### src/design/rcw_pkg.sv
// constants, register map and state types for the rc-watchdog sleep and reset sequencer
package rcw_pkg;
	localparam int ADDR_W = 8;
	localparam logic [7:0] OFS_CLOCK_CONTROL = 8'h00;
	localparam logic [7:0] OFS_INT_ENABLE_HIGH = 8'h04;
	localparam logic [7:0] OFS_PROGRAM_STATUS = 8'h08;
	localparam logic [7:0] OFS_WDT_COMPARE = 8'h0c;
	localparam logic [7:0] OFS_PORT_DATA = 8'h10;
	localparam logic [7:0] OFS_PORT_DIR = 8'h14;
	localparam logic [7:0] OFS_STATUS = 8'h18;
	localparam logic [7:0] OFS_BIT_COUNT = 8'h1c;
	localparam logic [3:0] RAM_PAGE = 4'h2;
	localparam int CKC_WAKE_BIT = 6;
	localparam int CKC_RC_BIT = 5;
	localparam int CKC_WATCHDOG_RESET_SELECT_BIT = 4;
	localparam int CKC_PRE_MSB = 2;
	localparam int IEH_WATCHDOG_INTERRUPT_ENABLE_BIT = 0;
	localparam int PSW_IFLAG_BIT = 2;
	localparam logic [7:0] CKC_RST = 8'h00;
	localparam logic [7:0] IEH_RST = 8'h00;
	localparam logic [7:0] PSW_RST = 8'h00;
	localparam logic [7:0] WDT_CMP_RST = 8'hff;
	localparam logic [7:0] PORT_RST = 8'h00;
	localparam logic [7:0] BIT_TOP = 8'hff;
	localparam logic [23:0] BIT_PRE_BASE = 24'h000010;
	localparam int CLK_PERIOD_NS = 5;
	localparam int CLK_PER_MS = 200000;
	localparam int STARTUP_MS = 64;
	localparam int OSC_PERIOD_NS = 250;
	localparam int STARTUP_OSC_PERIODS = 7;
	localparam int STARTUP_EXTRA_CYC = (STARTUP_OSC_PERIODS * OSC_PERIOD_NS + CLK_PERIOD_NS - 1) / CLK_PERIOD_NS;
	localparam int unsigned START_CYC_DEF = STARTUP_MS * CLK_PER_MS + STARTUP_EXTRA_CYC;
	localparam logic [1:0] RESP_OKAY = 2'b00;
	localparam logic [1:0] RESP_SLVERR = 2'b10;
	typedef enum logic [2:0] {
		ST_RESET = 3'b000,
		ST_START = 3'b001,
		ST_RUN = 3'b010,
		ST_SLEEP = 3'b011,
		ST_STAB = 3'b100
	} rcw_state_t;
	typedef enum logic [1:0] {
		MD_STOP = 2'b00,
		MD_RC = 2'b01,
		MD_WAKE = 2'b10
	} rcw_mode_t;
endpackage

### src/design/rcw_reg_if.sv
// register access carrier between the bus slave and the sequencer
interface rcw_reg_if;
	logic wr_en;
	logic [7:0] wr_addr;
	logic [7:0] wr_data;
	logic wr_err;
	logic [7:0] rd_addr;
	logic [7:0] rd_data;
	logic rd_err;
	modport bus (output wr_en, output wr_addr, output wr_data, output rd_addr,
		input wr_err, input rd_data, input rd_err);
	modport regs (input wr_en, input wr_addr, input wr_data, input rd_addr,
		output wr_err, output rd_data, output rd_err);
endinterface

### src/design/rcw_axil.sv
// axi4-lite slave front end for the sequencer registers
module rcw_axil (
	input wire logic ref_clk, // system clock
	input wire logic rst, // async reset, high
	input wire logic [rcw_pkg::ADDR_W-1:0] s_axi_awaddr, // write address
	input wire logic s_axi_awvalid, // write address valid
	output logic s_axi_awready, // write address ready
	input wire logic [31:0] s_axi_wdata, // write data
	input wire logic [3:0] s_axi_wstrb, // byte enables
	input wire logic s_axi_wvalid, // write data valid
	output logic s_axi_wready, // write data ready
	output logic [1:0] s_axi_bresp, // write response
	output logic s_axi_bvalid, // write response valid
	input wire logic s_axi_bready, // write response ready
	input wire logic [rcw_pkg::ADDR_W-1:0] s_axi_araddr, // read address
	input wire logic s_axi_arvalid, // read address valid
	output logic s_axi_arready, // read address ready
	output logic [31:0] s_axi_rdata, // read data
	output logic [1:0] s_axi_rresp, // read response
	output logic s_axi_rvalid, // read data valid
	input wire logic s_axi_rready, // read data ready
	rcw_reg_if.bus rif // register side
);
	import rcw_pkg::*;
	logic aw_held_r, w_held_r, strb0_r;
	logic [7:0] awaddr_r, wdata_r;
	logic both;

	assign both = aw_held_r && w_held_r;
	// only lane 0 carries a register; other lanes are accepted and dropped
	assign rif.wr_en = both && strb0_r;
	assign rif.wr_addr = awaddr_r;
	assign rif.wr_data = wdata_r;
	assign rif.rd_addr = s_axi_araddr;

	always_ff @(posedge ref_clk or posedge rst) begin
		if (rst) begin
			aw_held_r <= 1'b0;
			w_held_r <= 1'b0;
			awaddr_r <= 8'h00;
			wdata_r <= 8'h00;
			strb0_r <= 1'b0;
			s_axi_awready <= 1'b1;
			s_axi_wready <= 1'b1;
			s_axi_bvalid <= 1'b0;
			s_axi_bresp <= RESP_OKAY;
		end else begin
			if (s_axi_awvalid && s_axi_awready) begin
				awaddr_r <= s_axi_awaddr;
				aw_held_r <= 1'b1;
				s_axi_awready <= 1'b0;
			end
			if (s_axi_wvalid && s_axi_wready) begin
				wdata_r <= s_axi_wdata[7:0];
				strb0_r <= s_axi_wstrb[0];
				w_held_r <= 1'b1;
				s_axi_wready <= 1'b0;
			end
			if (both) begin
				aw_held_r <= 1'b0;
				w_held_r <= 1'b0;
				s_axi_bvalid <= 1'b1;
				s_axi_bresp <= rif.wr_err ? RESP_SLVERR : RESP_OKAY;
			end
			if (s_axi_bvalid && s_axi_bready) begin
				s_axi_bvalid <= 1'b0;
				s_axi_awready <= 1'b1;
				s_axi_wready <= 1'b1;
			end
		end
	end

	always_ff @(posedge ref_clk or posedge rst) begin
		if (rst) begin
			s_axi_arready <= 1'b1;
			s_axi_rvalid <= 1'b0;
			s_axi_rdata <= 32'h00000000;
			s_axi_rresp <= RESP_OKAY;
		end else if (s_axi_arvalid && s_axi_arready) begin
			s_axi_arready <= 1'b0;
			s_axi_rvalid <= 1'b1;
			s_axi_rdata <= {24'h000000, rif.rd_data};
			s_axi_rresp <= rif.rd_err ? RESP_SLVERR : RESP_OKAY;
		end else if (s_axi_rvalid && s_axi_rready) begin
			s_axi_rvalid <= 1'b0;
			s_axi_arready <= 1'b1;
		end
	end
endmodule

### src/design/rcw_seq.sv
// low-power mode, wake-up stabilisation and reset sequencer with its registers
// Summary of operation
// RULE1: stop with select pattern 01 enters rc-watchdog sleep.
// RULE2: rc sleep halts main oscillator, keeps rc oscillator, keeps registers and ram.
// RULE3: port pins keep driving their data and direction values during sleep.
// RULE4: firmware writes the clock control register as a whole byte.
// RULE5: firmware follows the stop with at least two no-operations.
// RULE6: rc sleep ends on hardware reset or external interrupt.
// RULE7: reset release reinitialises control registers; interrupt release keeps everything.
// RULE8: interrupt flag set: normal response; watchdog vector if reset select 0, enable 1.
// RULE9: interrupt flag set with watchdog reset select 1: internal reset and full reset.
// RULE10: interrupt flag clear: continue after stop, no vectoring.
// RULE11: interrupt wake counts interval timer 00 to ff, resumes on overflow.
// RULE12: firmware picks a prescaler giving over 20 ms of stabilisation.
// RULE13: external reset low holds at least 8 oscillator periods.
// RULE14: after reset release wait 64 ms at 4 MHz plus 7 periods.
// RULE15: no reset touches ram; ram is undefined after power-up.
// RULE16: power-on enable set: supply rise makes an internal reset pulse.
// RULE17: startup count begins only after the reset pin returns high.
// RULE18: a falling supply makes no internal reset.
// RULE19: stop with 00 gives full stop; wake-timer select 1 gives timer mode.
// RULE20: the global interrupt flag is bit 2 of the status word.
// RULE21: watchdog counts rc ticks in rc sleep; timeout is a wake source.
//
// The AXI4-Lite register port and the register offsets are this design's own decisions.
module rcw_seq #(
	parameter int unsigned START_CYC = rcw_pkg::START_CYC_DEF
) (
	input wire logic ref_clk, // 200 MHz clock
	input wire logic rst, // async reset, high
	input wire logic [rcw_pkg::ADDR_W-1:0] s_axi_awaddr, // write address
	input wire logic s_axi_awvalid, // write address valid
	output logic s_axi_awready, // write address ready
	input wire logic [31:0] s_axi_wdata, // write data
	input wire logic [3:0] s_axi_wstrb, // byte enables
	input wire logic s_axi_wvalid, // write data valid
	output logic s_axi_wready, // write data ready
	output logic [1:0] s_axi_bresp, // write response
	output logic s_axi_bvalid, // write response valid
	input wire logic s_axi_bready, // write response ready
	input wire logic [rcw_pkg::ADDR_W-1:0] s_axi_araddr, // read address
	input wire logic s_axi_arvalid, // read address valid
	output logic s_axi_arready, // read address ready
	output logic [31:0] s_axi_rdata, // read data
	output logic [1:0] s_axi_rresp, // read response
	output logic s_axi_rvalid, // read data valid
	input wire logic s_axi_rready, // read data ready
	input wire logic reset_n_pin, // external reset, low
	input wire logic por_enable_cfg, // power-on reset enable strap
	input wire logic vdd_rise, // supply rise detected, pulse
	input wire logic stop_exec, // stop instruction executed, pulse
	input wire logic ext_irq, // external interrupt request
	input wire logic timer0_ovf, // timer0 overflow, pulse
	input wire logic rc_tick, // rc oscillator tick, pulse
	output logic main_osc_en, // main oscillator enable
	output logic rc_osc_en, // rc oscillator enable
	output logic cpu_run, // core may execute
	output logic int_reset, // internal core reset
	output logic irq_take, // normal interrupt response, pulse
	output logic wdt_vector, // watchdog handler vector, pulse
	output logic resume_next, // continue after stop, pulse
	output logic [7:0] port_out, // port data drive
	output logic [7:0] port_dir // port direction, 1 drives
);
	import rcw_pkg::*;

	rcw_reg_if rif();

	rcw_axil u_axil (
		.ref_clk(ref_clk),
		.rst(rst),
		.s_axi_awaddr(s_axi_awaddr),
		.s_axi_awvalid(s_axi_awvalid),
		.s_axi_awready(s_axi_awready),
		.s_axi_wdata(s_axi_wdata),
		.s_axi_wstrb(s_axi_wstrb),
		.s_axi_wvalid(s_axi_wvalid),
		.s_axi_wready(s_axi_wready),
		.s_axi_bresp(s_axi_bresp),
		.s_axi_bvalid(s_axi_bvalid),
		.s_axi_bready(s_axi_bready),
		.s_axi_araddr(s_axi_araddr),
		.s_axi_arvalid(s_axi_arvalid),
		.s_axi_arready(s_axi_arready),
		.s_axi_rdata(s_axi_rdata),
		.s_axi_rresp(s_axi_rresp),
		.s_axi_rvalid(s_axi_rvalid),
		.s_axi_rready(s_axi_rready),
		.rif(rif.bus)
	);

	rcw_state_t state_r, state_nxt;
	rcw_mode_t mode_r, mode_sel, mode_eff;
	logic [7:0] ckctl_r, interrupt_enable_high_register_r, psw_r, wdtcmp_r, port_data_r, port_dir_r;
	logic [7:0] ram_r [4];
	logic [23:0] start_cnt_r, pre_r, div_mask;
	logic [7:0] bit_r, wdt_cnt_r;
	logic wdt_src_r, src_wdt;
	logic main_osc_r, rc_osc_r, cpu_run_r, int_reset_r;
	logic irq_take_r, wdt_vec_r, resume_r;
	logic iflag, watchdog_reset_select, watchdog_interrupt_enable, por_req, reset_req;
	logic wdt_hit, wake, bit_tick, bit_ovf;
	logic rel_now, rel_reset, take_vec;
	logic ram_hit_w, ram_hit_r;

	assign iflag = psw_r[PSW_IFLAG_BIT]; // RULE20
	assign watchdog_reset_select = ckctl_r[CKC_WATCHDOG_RESET_SELECT_BIT];
	assign watchdog_interrupt_enable = interrupt_enable_high_register_r[IEH_WATCHDOG_INTERRUPT_ENABLE_BIT];
	// supply fall has no input here, so it can never reset the core
	assign por_req = vdd_rise && por_enable_cfg; // RULE16 RULE18
	// pin is trusted to be held long enough by the external circuit
	assign reset_req = !reset_n_pin || por_req; // RULE13

	always_comb begin
		mode_sel = MD_STOP; // RULE19
		if (ckctl_r[CKC_WAKE_BIT]) begin
			mode_sel = MD_WAKE; // RULE19
		end else if (ckctl_r[CKC_RC_BIT]) begin
			mode_sel = MD_RC; // RULE1
		end
	end
	assign mode_eff = (state_r == ST_RUN) ? mode_sel : mode_r;

	// watchdog runs from rc ticks only; main clock is off in this mode
	assign wdt_hit = (state_r == ST_SLEEP) && (mode_r == MD_RC) && rc_tick && (wdt_cnt_r == wdtcmp_r); // RULE21
	assign wake = ext_irq || wdt_hit || ((mode_r == MD_WAKE) && timer0_ovf); // RULE6
	assign src_wdt = (state_r == ST_STAB) ? wdt_src_r : 1'b0;

	// prescaler divides by 16 up to 16*4^7 so 256 ticks can exceed 20 ms
	assign div_mask = (BIT_PRE_BASE << {ckctl_r[CKC_PRE_MSB:0], 1'b0}) - 24'h000001; // RULE12
	assign bit_tick = (pre_r & div_mask) == div_mask;
	assign bit_ovf = bit_tick && (bit_r == BIT_TOP); // RULE11

	// stabilised wake, or timer-mode wake where the oscillator never stopped
	assign rel_now = !reset_req && (((state_r == ST_STAB) && bit_ovf)
		|| ((state_r == ST_SLEEP) && (mode_r == MD_WAKE) && wake));
	assign rel_reset = rel_now && iflag && src_wdt && watchdog_reset_select; // RULE9
	assign take_vec = iflag && (!src_wdt || watchdog_interrupt_enable) && !(src_wdt && watchdog_reset_select); // RULE8

	always_comb begin
		state_nxt = state_r;
		if (reset_req) begin
			state_nxt = ST_RESET;
		end else begin
			unique case (state_r)
				ST_RESET: state_nxt = ST_START; // RULE17
				ST_START: begin
					if (start_cnt_r == 24'(START_CYC - 1)) begin
						state_nxt = ST_RUN; // RULE14
					end
				end
				ST_RUN: begin
					if (stop_exec) begin
						state_nxt = ST_SLEEP; // RULE1
					end
				end
				ST_SLEEP: begin
					if (wake) begin
						state_nxt = (mode_r == MD_WAKE) ? ST_RUN : ST_STAB; // RULE6 RULE19
					end
				end
				ST_STAB: begin
					if (bit_ovf) begin
						state_nxt = rel_reset ? ST_RESET : ST_RUN; // RULE9 RULE11
					end
				end
				default: state_nxt = ST_RESET;
			endcase
		end
	end

	always_ff @(posedge ref_clk or posedge rst) begin
		if (rst) begin
			state_r <= ST_RESET;
		end else begin
			state_r <= state_nxt;
		end
	end

	always_ff @(posedge ref_clk or posedge rst) begin
		if (rst) begin
			mode_r <= MD_STOP;
			wdt_src_r <= 1'b0;
		end else begin
			if (state_r == ST_RUN && state_nxt == ST_SLEEP) begin
				mode_r <= mode_sel; // RULE19
			end
			if (state_r == ST_SLEEP && state_nxt == ST_STAB) begin
				wdt_src_r <= !ext_irq; // external request wins a tie
			end
		end
	end

	always_ff @(posedge ref_clk or posedge rst) begin
		if (rst) begin
			start_cnt_r <= 24'h000000;
		end else if (state_r == ST_START && state_nxt == ST_START) begin
			start_cnt_r <= start_cnt_r + 24'h000001; // RULE14
		end else begin
			start_cnt_r <= 24'h000000; // RULE17
		end
	end

	always_ff @(posedge ref_clk or posedge rst) begin
		if (rst) begin
			pre_r <= 24'h000000;
			bit_r <= 8'h00;
		end else if (state_r == ST_STAB) begin
			pre_r <= pre_r + 24'h000001;
			if (bit_tick) begin
				bit_r <= bit_r + 8'h01; // RULE11
			end
		end else begin
			pre_r <= 24'h000000;
			bit_r <= 8'h00; // RULE11
		end
	end

	always_ff @(posedge ref_clk or posedge rst) begin
		if (rst) begin
			wdt_cnt_r <= 8'h00;
		end else if (state_r != ST_SLEEP) begin
			wdt_cnt_r <= 8'h00;
		end else if (mode_r == MD_RC && rc_tick) begin
			wdt_cnt_r <= wdt_hit ? 8'h00 : wdt_cnt_r + 8'h01; // RULE21
		end
	end

	always_ff @(posedge ref_clk or posedge rst) begin
		if (rst) begin
			main_osc_r <= 1'b1;
			rc_osc_r <= 1'b0;
			cpu_run_r <= 1'b0;
			int_reset_r <= 1'b1;
		end else begin
			main_osc_r <= !(state_nxt == ST_SLEEP && mode_eff != MD_WAKE); // RULE2 RULE19
			rc_osc_r <= state_nxt == ST_SLEEP && mode_eff == MD_RC; // RULE2
			cpu_run_r <= state_nxt == ST_RUN;
			int_reset_r <= state_nxt == ST_RESET || state_nxt == ST_START; // RULE9 RULE14
		end
	end

	always_ff @(posedge ref_clk or posedge rst) begin
		if (rst) begin
			irq_take_r <= 1'b0;
			wdt_vec_r <= 1'b0;
			resume_r <= 1'b0;
		end else begin
			irq_take_r <= rel_now && take_vec && !src_wdt; // RULE8
			wdt_vec_r <= rel_now && take_vec && src_wdt; // RULE8
			resume_r <= rel_now && !rel_reset && !take_vec; // RULE10
		end
	end

	assign ram_hit_w = (rif.wr_addr[7:4] == RAM_PAGE) && (rif.wr_addr[1:0] == 2'b00);
	assign ram_hit_r = (rif.rd_addr[7:4] == RAM_PAGE) && (rif.rd_addr[1:0] == 2'b00);

	// control registers return to defaults under internal reset only
	always_ff @(posedge ref_clk or posedge rst) begin
		if (rst) begin
			ckctl_r <= CKC_RST;
			interrupt_enable_high_register_r <= IEH_RST;
			psw_r <= PSW_RST;
			wdtcmp_r <= WDT_CMP_RST;
			port_data_r <= PORT_RST;
			port_dir_r <= PORT_RST;
		end else if (int_reset_r) begin
			ckctl_r <= CKC_RST; // RULE7
			interrupt_enable_high_register_r <= IEH_RST;
			psw_r <= PSW_RST;
			wdtcmp_r <= WDT_CMP_RST;
			port_data_r <= PORT_RST;
			port_dir_r <= PORT_RST;
		end else if (rif.wr_en) begin
			unique case (rif.wr_addr)
				OFS_CLOCK_CONTROL: ckctl_r <= rif.wr_data;
				OFS_INT_ENABLE_HIGH: interrupt_enable_high_register_r <= rif.wr_data;
				OFS_PROGRAM_STATUS: psw_r <= rif.wr_data;
				OFS_WDT_COMPARE: wdtcmp_r <= rif.wr_data;
				OFS_PORT_DATA: port_data_r <= rif.wr_data;
				OFS_PORT_DIR: port_dir_r <= rif.wr_data;
				default: ;
			endcase
		end
	end

	// ram is never reset so its contents survive every reset
	always_ff @(posedge ref_clk) begin
		if (rif.wr_en && ram_hit_w) begin
			ram_r[rif.wr_addr[3:2]] <= rif.wr_data; // RULE15
		end
	end

	always_comb begin
		rif.rd_err = 1'b0;
		unique case (rif.rd_addr)
			OFS_CLOCK_CONTROL: rif.rd_data = ckctl_r;
			OFS_INT_ENABLE_HIGH: rif.rd_data = interrupt_enable_high_register_r;
			OFS_PROGRAM_STATUS: rif.rd_data = psw_r;
			OFS_WDT_COMPARE: rif.rd_data = wdtcmp_r;
			OFS_PORT_DATA: rif.rd_data = port_data_r;
			OFS_PORT_DIR: rif.rd_data = port_dir_r;
			OFS_STATUS: rif.rd_data = {2'b00, wdt_src_r, mode_r, state_r};
			OFS_BIT_COUNT: rif.rd_data = bit_r;
			default: begin
				rif.rd_data = ram_hit_r ? ram_r[rif.rd_addr[3:2]] : 8'h00;
				rif.rd_err = !ram_hit_r;
			end
		endcase
	end

	always_comb begin
		unique case (rif.wr_addr)
			OFS_CLOCK_CONTROL, OFS_INT_ENABLE_HIGH, OFS_PROGRAM_STATUS,
			OFS_WDT_COMPARE, OFS_PORT_DATA, OFS_PORT_DIR: rif.wr_err = 1'b0;
			default: rif.wr_err = !ram_hit_w;
		endcase
	end

	assign main_osc_en = main_osc_r;
	assign rc_osc_en = rc_osc_r;
	assign cpu_run = cpu_run_r;
	assign int_reset = int_reset_r;
	assign irq_take = irq_take_r;
	assign wdt_vector = wdt_vec_r;
	assign resume_next = resume_r;
	assign port_out = port_data_r; // RULE3
	assign port_dir = port_dir_r; // RULE3
endmodule

### config.mk
export PLATFORM = sky130hd
export DESIGN_NAME = rcw_seq
export DESIGN_NICKNAME = d
export VERILOG_FILES = /design/src/design/rcw_pkg.sv /design/src/design/rcw_reg_if.sv /design/src/design/rcw_axil.sv /design/src/design/rcw_seq.sv
export SDC_FILE = /design/constraint.sdc
export NUM_CORES = 1
export LEC_CHECK = 0
export ABC_AREA = 1
export BUFFER_PORTS_ARGS = -buffer_cell sky130_fd_sc_hd__clkbuf_2
export CORE_MARGIN = 2
export CORE_UTILIZATION = 26
export CTS_BUF_LIST = sky130_fd_sc_hd__clkbuf_16
export CTS_CLUSTER_DIAMETER = 80
export DETAILED_ROUTE_END_ITERATION = 6
export GPL_TIMING_DRIVEN = 0
export HOLD_SLACK_MARGIN = 0.03
export PLACE_DENSITY = 0.49
export SYNTH_ARGS = -nofsm -noshare
export SYNTH_HDL_FRONTEND = slang
export SYNTH_SLANG_ARGS = --single-unit
### constraint.sdc
create_clock -name ref_clk -period 5.35 [get_ports ref_clk]
set_input_delay 0.535 -clock ref_clk [delete_from_list [all_inputs] [get_ports ref_clk]]
set_output_delay 0.535 -clock ref_clk [all_outputs]
set_load 0.05 [all_outputs]
---- Word-level counts from Yosys, hierarchy flattened ----
Memory sizes are Yosys's and may differ from the RTL's.
Index checks and enable logic that the tools add are counted.
word-level totals
  flip-flop bits (word level) ............. 161
  bits in writable memories ............... 32
  bits of input ports ..................... 66
  word-level logic and storage cells ...... 213
  memories kept ........................... 1
operators by class
  add/sub/neg operators ................... 5
  equality and inequality tests ........... 32
  shift-type cells ........................ 1
  multiplexer cells ....................... 59
  bitwise operators ....................... 1
  reductions and logical operators ........ 81
memories
  memory  words  bits a word  rd ports  clocked after memory_dff  wr ports  RTL line       text
  ram_r   4      8            1         0                         1         rcw_seq.sv:95  logic [7:0] ram_r [4];
operators by type and width
  kind                     count
  $mux W8                  24
  $pmux W8 S8              1
  $add A24 B1 Y24 const B  2
  $eq A8 B5 Y1 const B     6
  $mux W24                 2
  $logic_and A1 B1 Y1      37
  $eq A8 B4 Y1 const B     4
  $reduce_bool A2 Y1       14
  $and A24 B24 Y24         1
  $eq A24 B24 Y1           1
  $eq A24 B24 Y1 const B   1
  $shl A5 B4 Y24 const A   1
  $sub A24 B1 Y24 const B  1
  $mux W1                  20
  $mux W3                  6
  $add A8 B1 Y8 const B    2
  $eq A8 B3 Y1 const B     2
  $logic_not A8 Y1         2
  $pmux W3 S5              1
  $eq A3 B2 Y1 const B     4
  $reduce_and A2 Y1        6
  $logic_not A1 Y1         10
  $mux W2                  5
  $eq A4 B2 Y1 const B     2
  other kinds (13)         24

---- Longest topological paths before layout ----
Gate-level depths: netlist of the first run.
  depth after elaboration ................. 19
  mapped depth ............................ 19
  mapped depth without buffers ............ 18

---- Modules after synthesis ----
From an unflattened synthesis of the first run, not the netlist that was laid out.
second synthesis, totals
  cells, all modules ...................... 1141
  area total of the unflattened synthesis .. 9645.5 um^2
modules (own cells, without submodules)
  module    instances  cells each  area an instance (um^2)  sequential area each (um^2)
  rcw_seq   1          953         8000.2                   4101.4
  rcw_axil  1          188         1645.3                   854.6

---- Worst setup path before layout of the first run ----
No wires, ideal clock.
  path kind ............................... register -> register
  start point ............................. reg ckctl_r[1]
  end point ............................... reg bit_r[7]
  data arrival time ....................... 2.026 ns
  required time ........................... 5.286 ns
  path slack .............................. 3.259 ns
  stages on the path, launching flop included .. 18
  path buffers ............................ 1
  clock period less this slack ............ 2.091 ns
  cell sequence ........................... dfrtp_1 -> buf_6 -> nor2_4 -> nand2_1 -> ha_1 -> inv_1 -> nand2_1 -> nand3_1 -> nor2_1 -> nand2_1 -> nor2_2 -> nand3_2 -> inv_2 -> nand2_1 -> nor2_1 -> nand3_1 -> a21oi_1 -> o21a_1
between the ends
  word-level cells in the longest chain between the ends .. 5
RTL lines
  item                               RTL line        text
  start: declaration                 rcw_seq.sv:94   logic [7:0] ckctl_r, interrupt_enable_high_register_r, psw_r, wdtcmp_r, port_data_r, port_dir_r;
  start signal: assignment           rcw_seq.sv:276  OFS_CLOCK_CONTROL: ckctl_r <= rif.wr_data;
  $shl A5 B4 Y24 (*)                 rcw_seq.sv:130  assign div_mask = (BIT_PRE_BASE << {ckctl_r[CKC_PRE_MSB:0], 1'b0}) - 24'h000001;
  $sub A24 B1 Y24 (*)                rcw_seq.sv:130
  $and A24 B24 Y24                   rcw_seq.sv:131  assign bit_tick = (pre_r & div_mask) == div_mask;
  $eq A24 B24 Y1 (*)                 rcw_seq.sv:131
  $ne A2 B2 Y1 (no source line) (*)  n/a
  end signal: assignment             rcw_seq.sv:211  bit_r <= bit_r + 8'h01;
  end: declaration                   rcw_seq.sv:97   logic [7:0] bit_r, wdt_cnt_r;
Mark *: on every way between the ends. The rest lies on a longest branch, timed or not.
A chain may end at the register's enable or synchronous reset.

---- Final worst setup path of the first run ----
  start point ............................. reg ckctl_r[0]
  end point ............................... reg rc_osc_r (netlist: rc_osc_en)
between the ends
  word-level cells in the longest chain between the ends .. 17
RTL lines
  item                              RTL line        text
  $shl A5 B4 Y24 (*)                rcw_seq.sv:130
  $sub A24 B1 Y24 (*)               rcw_seq.sv:130
  $and A24 B24 Y24                  rcw_seq.sv:131
  $eq A24 B24 Y1 (*)                rcw_seq.sv:131
  $logic_and A1 B1 Y1 (*)           rcw_seq.sv:132  assign bit_ovf = bit_tick && (bit_r == BIT_TOP);
  $logic_and A1 B1 Y1               rcw_seq.sv:135  assign rel_now = !reset_req && (((state_r == ST_STAB) && bit_ovf)
  $logic_or A1 B1 Y1                rcw_seq.sv:136  || ((state_r == ST_SLEEP) && (mode_r == MD_WAKE) && wake));
  $logic_and A1 B1 Y1               rcw_seq.sv:135
  $logic_and A1 B1 Y1 (3 in a row)  rcw_seq.sv:137  assign rel_reset = rel_now && iflag && src_wdt && watchdog_reset_select;
  $mux W2                           rcw_seq.sv:164  state_nxt = rel_reset ? ST_RESET : ST_RUN;
  $mux W3 (*)                       rcw_seq.sv:163  if (bit_ovf) begin
  $pmux W3 S5 (*)                   rcw_seq.sv:145  unique case (state_r)
  $mux W3 (*)                       rcw_seq.sv:142  if (reset_req) begin
  $eq A3 B2 Y1 (*)                  rcw_seq.sv:237  rc_osc_r <= state_nxt == ST_SLEEP && mode_eff == MD_RC;
  $logic_and A1 B1 Y1 (*)           rcw_seq.sv:237
  end signal: assignment            rcw_seq.sv:232  rc_osc_r <= 1'b0;
  end signal: assignment            rcw_seq.sv:237
  end: declaration                  rcw_seq.sv:99   logic main_osc_r, rc_osc_r, cpu_run_r, int_reset_r;
Marks and branches as above.

==> results of run 1 <==
worst max-delay path, delay by kind of cell (launching register included):
family	cells	cell delay, ns
adders and majority gates	1	0.28
DFF	1	0.49
and+or+nand+nor	15	1.63
placed cells by master, fill, tap and decap left out, drive strengths merged:
cell type and instances:
o211ai 1, clkinv 6, conb 26, clkinvlp 2
o21bai 2, nand4 22, edfxtp 32, xor2 15
nor2 99, ha 6, bufinv 1, nor3 31
o32ai 3, xnor2 7, a31oi 7, o2111a 1
o21ai 106, nor4 12, or2 5, inv 163
buf 33, o2111ai 8, a21oi 37, clkbuf 108
nand3 60, a41oi 1, o22ai 8, nand2 283
nor3b 4, dfrtp 146, o31ai 2, a221oi 1
dfstp 13, o21a 3, a211oi 5, nand3b 1
worst paths after layout:
kind,startpoint,to,slack [ns],cells after the start
setup / recovery,ckctl_r[0],rc_osc_en,2.85,16
hold / removal,rst,start_cnt_r[21],0.09,2
setup reg to reg,ckctl_r[0],rc_osc_en,2.85,16
hold reg to reg,pre_r[0],pre_r[0],0.46,1
max in group asynchronous,rst,bit_r[5],4.37,3
min in group ref_clk,s_axi_wvalid,u_axil.s_axi_wready,0.27,2
logic make-up (layout without fill, tap and decap cells):
| kind of cell | Yosys count | in the layout | synth area share (%) |
|---|---|---|---|
| AND/OR/NAND/NOR | 517 | 517 | 24.76 |
| AO/OA/AOI/OAI | 185 | 185 | 11.06 |
| adder cells (fa/ha/maj) | 6 | 6 | 0.7878 |
| XOR/XNOR | 22 | 22 | 2.022 |
| other | 1 | 26 | 0.03935 |
| buffers and inverters | 204 | 313 | 9.322 |
| flip-flops | 191 | 191 | 52.01 |
power by group through the flow:
stage                     registers (uW)  logic (uW)  clock network (uW)
final                               1800         638                1300
after global routing                1820         710                1400
after CTS                           1810         648                1340
after detailed placement            1830         646                   0
after global placement              1830         637                   0
after floorplan                     1960         299                   0
layer usage:
layer | vias up | part of all wire, % | track usage [%]
li1 | 3901 | - | -
met1 | 3668 | 48 | 18.69
met2 | 141 | 46 | 22.66
met3 | 26 | 3.7 | 2.470
met4 | 0 | 2.2 | 4.835
met5 | - | 0 | 0
per-stage QoR:
| stage | cells | setup TNS (ns) | hold WS, ns | area (um^2) |
|---|---|---|---|---|
| after floorplan | 1151 | 0 | 0.4329 | 9623 |
| after global placement | 1695 | -257.61 | 0.4498 | 10590 |
| after detailed placement | 1696 | 0 | 0.4572 | 10620 |
| after CTS | 1728 | 0 | 0.08787 | 11230 |
| after global routing | 1728 | 0 | 0.1007 | 11230 |
| final | 1728 | 0 | 0.08503 | 11230 |
area by class of cell:
type | instances | area, um^2 | area share [%]
plain buffers | 46 | 292.8 | 2.608
clock buffers | 18 | 450.4 | 4.012
clock inverters | 14 | 153.9 | 1.371
inverters | 158 | 603.1 | 5.371
multi-input cells | 756 | 3779 | 33.65
flip-flops and latches | 191 | 4956 | 44.14
well taps | 468 | 585.6 | 5.215
repair buffers | 77 | 407.9 | 3.633
==> results.sh, run 1 <==
export IMPL_status="finished clean"
export IMPL_antenna_left=0
export IMPL_synth_enable_flop_cells=32
export IMPL_synth_common_cells="277 x nand2_1, 151 x inv_1, 146 x dfrtp_1"
export IMPL_p_sw_uw=1242
export IMPL_cp_arrival_ns=2.86
export IMPL_critPathMaxStageDelay_ns=0.49
export IMPL_grt_pass1_wl_um=41490
export IMPL_drt_vias_per_instance=4.477
export IMPL_min_period_ns=2.502
export IMPL_hold_class="input pin to async pin"
export IMPL_pwr_share_clk_pct=34.6
export IMPL_cp_max_fo=7
export IMPL_required_ns=5.71
export IMPL_slowest_stage="dfrtp_1"
export IMPL_yosysSeqAreaShare_pct=52.01
export IMPL_first_pass_iters=5
export IMPL_path_common_cell="nand2_1"
export IMPL_worst_pin_slew_ns=1.266
export IMPL_finalPower_uw=3738
export IMPL_wire_per_inst_um=14.83
export IMPL_cts_root_buffer="clkbuf_16"
export IMPL_num_antenna_cells=0
export IMPL_p_leak_uw=0.005039
export IMPL_dieArea_um2=38200
export IMPL_dp_hpwl_um=19410
export IMPL_start_kind="register"
export IMPL_p_seq_share_pct=48.3
export IMPL_num_vias=7736
export IMPL_ios=130
export IMPL_yosysMostFrequentCell="nand2_1"
export IMPL_hold_buffers=0
export IMPL_path_clk_slew_ns=0.08
export IMPL_synth_area_leaders="dfrtp_1 38%, nand2_1 11%, edfxtp_1 10%"
export IMPL_coreArea_um2=36350
export IMPL_fin_util_pct=30.89
export IMPL_die_width_um=195.4
export IMPL_setup_ws_ns=2.848
export IMPL_crit_type="register to register"
export IMPL_synth_flop_cell="dfrtp_1"
export IMPL_grt_ovfl_total=0
export IMPL_drcViolationCount=0
export IMPL_intPower_uw=2496
export IMPL_timing_final_crit_share_pct=46.76
export IMPL_gp_congestion=0.8343
export IMPL_start_util_pct=26.22
export IMPL_antenna_found_initial=0
export IMPL_final_hold_viol_count=0
export IMPL_netlist_cell_type_count=51
export IMPL_clk_latency_ns=0.44
export IMPL_areaGrowthSynthToFinish_pct=17.83
export IMPL_yosys_warnings=0
export IMPL_synth_cell_area_um2=9529
export IMPL_largest_reg_flops=32
export IMPL_path_cells="nor2_4, nand2_1, ha_1, nand2_1, nand3_1, nor2_1, nand2_1, nor2_2, nand3_2, nor2_4, nand4_1, nor2_1, nand3_1, nand2_2, nand2_1, nor2_1"
export IMPL_ctsLongestPathBuffers=2
export IMPL_setup_viol=0
export IMPL_slew_headroom_pct=14.96
export IMPL_nNetsFinal=1319
export IMPL_cts_sinks=191
export IMPL_fill_cells=3875
export IMPL_critPathCaptureType="register"
export IMPL_rows=70
export IMPL_synthCells=1126
export IMPL_rsz0062_at_grt="no"
export IMPL_wl_um=25630
export IMPL_post_cts_resized=0
export IMPL_fmax_ghz=0.3997
export IMPL_post_cts_buffers=0
export IMPL_worst_clock_skew_ns=0.01309
export IMPL_synth_top_area_share_pct=38.34
export IMPL_grt_start_max_net_pins=115
export IMPL_drive_above_1_share_pct=16.19
export IMPL_p_per_area_nw_per_um2=332.9
export IMPL_yosysTopAreaCell="dfrtp_1"
export IMPL_maxCapViolations=0
export IMPL_grt_pass1_vias=7603
export IMPL_place_ws_ns=2.729
export IMPL_port_buffers=76
export IMPL_tritoncts="done"
export IMPL_avgSynthCellArea_um2=8.463
export IMPL_cts_made_buffers=17
export IMPL_drtIter0Drc=580
export IMPL_async_flop_share_pct=83.25
export IMPL_peakVddDrop_mv=0.1789
export IMPL_h_tree_depth=4
export IMPL_synth_seq_cells=191
export IMPL_switching_share_pct=33.23
export IMPL_track_usage_pct=13.94
export IMPL_pwr_share_comb_pct=17.1
export IMPL_die_h_um=195.4
export IMPL_finalMaxSlewViolations=0
(Power assumes the default switching activity.)
==> run 2: changes to the inputs <==
- ABC_AREA: 1 -> 0
- PLACE_DENSITY: 0.49 -> 0.51
- clock period: 5.35 -> 2.05 ns (I/O delays scaled with it)
==> run 2 against run 1 <==
Against the previous run: the flow now finishes with violations (DRC, setup timing); area after synthesis decreased by 1.1%; first-iteration DRC count decreased by 31%; worst setup slack got worse by 3.2 ns; sequential share of layout area decreased by 3.6 points; clock skew decreased by 0.0013 ns; clock power increased to 2.8 times the previous value; non-clock buffer count increased by 64; register-to-register slack got worse by 3.2 ns; global-route usage increased by 0.25 points; combinational power increased by 97%; via count decreased by 4.9%; critical endpoint is now bit_r[5].
==> results.sh, run 2 <==
export IMPL_status="finished with violations"
export IMPL_violations="DRC, setup timing"
export IMPL_drive_above_1_share_pct=31.22
export IMPL_mostFrequentLayoutCells="143 x dfrtp_1, 108 x nand2_1, 78 x clkbuf_2"
export IMPL_yosysTopAreaCell="dfrtp_1"
export IMPL_start_util_pct=26.42
export IMPL_yosysSeqAreaShare_pct=52.61
export IMPL_timing_final_crit_share_pct=117.6
export IMPL_p_per_area_nw_per_um2=796.8
export IMPL_critPathCaptureType="register"
export IMPL_synth_flop_cell="dfrtp_1"
export IMPL_peakVddDrop_mv=0.6405
export IMPL_cts_sinks=191
export IMPL_fmax_ghz=0.4148
export IMPL_p_leak_uw=0.005069
export IMPL_crit_type="register to register"
export IMPL_final_common_cell="dfrtp_1"
export IMPL_grt_ovfl_total=0
export IMPL_synth_cell_area_um2=9420
export IMPL_dp_hpwl_um=18480
export IMPL_die_h_um=194.3
export IMPL_drtIter0Drc=401
export IMPL_wire_per_inst_um=17.16
export IMPL_die_width_um=194.3
export IMPL_wl_um=26590
export IMPL_finalPower_uw=9753
export IMPL_antenna_left=0
export IMPL_path_clk_slew_ns=0.08
export IMPL_nNetsFinal=1148
export IMPL_tritoncts="done"
export IMPL_slew_headroom_pct=42.46
export IMPL_synth_common_cells="146 x dfrtp_1, 139 x nand2_1, 98 x nor2_1"
export IMPL_grt_pass1_wl_um=41700
export IMPL_synth_top_area_share_pct=38.78
export IMPL_whs_ns=0.1071
export IMPL_yosysMostFrequentCell="dfrtp_1"
export IMPL_cts_root_buffer="clkbuf_16"
export IMPL_synth_enable_flop_cells=32
export IMPL_fin_util_pct=34.33
export IMPL_rows=69
export IMPL_hold_class="input pin to register"
export IMPL_synth_seq_cells=191
export IMPL_final_hold_viol_count=0
export IMPL_async_flop_share_pct=83.25
export IMPL_areaGrowthSynthToFinish_pct=29.94
export IMPL_cp_max_fo=4
export IMPL_largest_reg_flops=32
export IMPL_synth_area_leaders="dfrtp_1 39%, edfxtp_1 10%, nand2_1 5.5%"
export IMPL_coreArea_um2=35660
export IMPL_finalMaxSlewViolations=0
export IMPL_cp_arrival_ns=2.77
export IMPL_track_usage_pct=14.19
export IMPL_ios=130
export IMPL_start_kind="register"
export IMPL_worst_pin_slew_ns=0.8631
export IMPL_setup_viol=24
export IMPL_yosys_warnings=0
export IMPL_num_vias=7358
export IMPL_drt_vias_per_instance=4.747
export IMPL_dieArea_um2=37770
export IMPL_port_buffers=75
export IMPL_required_ns=2.41
export IMPL_antenna_found_initial=0
export IMPL_first_pass_iters=7
export IMPL_netlist_cell_type_count=72
export IMPL_cts_made_buffers=17
export IMPL_final_setup_tns_ns=-5.029
export IMPL_min_period_ns=2.411
export IMPL_worst_clock_skew_ns=0.01176
export IMPL_h_tree_depth=4
export IMPL_avgSynthCellArea_um2=10.42
export IMPL_ctsLongestPathBuffers=2
export IMPL_maxCapViolations=0
export IMPL_drcViolationCount=11
export IMPL_fin_area_um2=12240
export IMPL_num_antenna_cells=0
export IMPL_gp_congestion=0.7972
export IMPL_clk_latency_ns=0.44
export IMPL_grt_start_max_net_pins=40
export IMPL_grt_pass1_vias=7172
export IMPL_synthCells=904
export IMPL_dpl_cell_area_um2=10560
export IMPL_setup_ws_ns=-0.3606
export IMPL_rsz0062_at_grt="yes"
-- run 2: changes by cell type after synthesis, sizes merged, moves of 13 or more --
cell   before  now
nand2     283  139
xor2       15   28
nor2b       0   14
mux2        0   26
inv       158   12
nand3      60   28
nor3       31    9
mux4        0   13
mux2i       0   26
o21ai     106   38
xnor2       7   25
-- run 2: timing repair --
action / in CTS / in global routing
pin swaps: 21 / 64
endpoints found under the hold margin: 45 / 0
endpoints found under the setup margin: 129 / 138
buffers inserted: 17 / 6
gates resized for setup: 40 / 108
hold buffers: 26 / 0
gates cloned: 1 / 2
-- run 2: cells by family (layout without fill, tap and decap cells) --
group	after synthesis	in the layout	share of synthesized area, %
flip-flops	191	191	52.61
multiplexers	65	65	8.979
XOR/XNOR	53	53	4.928
adder cells (fa/ha/maj)	6	6	0.7969
AND/OR/NAND/NOR	374	374	19.03
other	1	26	0.03981
buffers and inverters	71	231	4.051
AO/OA/AOI/OAI	143	143	9.563
-- run 2: worst max-delay path: stages (launching register included) --
cell and delay (ns):
dfrtp_2 0.43, nor2_4 0.14, nand2_1 0.07, ha_1 0.28, nor2_1 0.04, a311o_1 0.26
a2111o_1 0.34, nand4bb_1 0.29, or3_1 0.35, a21oi_1 0.14
-- run 2: path summary, 6_finish.rpt --
kind | startpoint | endpoint | slack, ns | depth (start not counted)
max reg2reg | ckctl_r[2] | bit_r[5] | -0.36 | 9
min | ext_irq | wdt_src_r | 0.11 | 3
min reg2reg | u_axil.s_axi_rdata[2] | u_axil.s_axi_rdata[2] | 0.49 | 2
min in group asynchronous | rst | wdt_vector | 0.39 | 3
max | ckctl_r[2] | bit_r[5] | -0.36 | 9
max in group asynchronous | rst | u_axil.s_axi_awready | 0.49 | 6
-- run 2: layer usage --
metal | share of wire (%) | routed length (um) | global-route usage [%] | up-vias
met5 | 0 | 0 | 0 | -
met4 | 2.6 | 686 | 4.786 | 0
met3 | 4.1 | 1082 | 2.933 | 36
met2 | 48 | 12740 | 22.62 | 163
met1 | 45 | 12080 | 19.22 | 3663
li1 | - | - | - | 3496
-- run 2: per-stage QoR --
step | worst slack [ns] | instances
global placement | -1.429 | 1465
finish | -0.3606 | 1550
detailed placement | -0.7811 | 1469
floorplan | -0.2647 | 929
CTS | -0.3972 | 1543
global route | -0.5301 | 1550
-- run 2: area by class of cell --
| type | instances | area, um^2 |
|---|---|---|
| multi-input cells | 667 | 4651 |
| clock inverters | 15 | 200.2 |
| fillers | 3627 | 23420 |
| inverters | 12 | 48.80 |
| flip-flops and latches | 191 | 4960 |
| well taps | 461 | 576.8 |
| clock buffers | 17 | 425.4 |
| plain buffers | 56 | 357.8 |
| repair buffers | 131 | 1021 |
-- run 2: power by group --
group / switching, uW / internal, uW
logic: 746 / 519
clock network: 1610 / 1970
registers: 696 / 4210
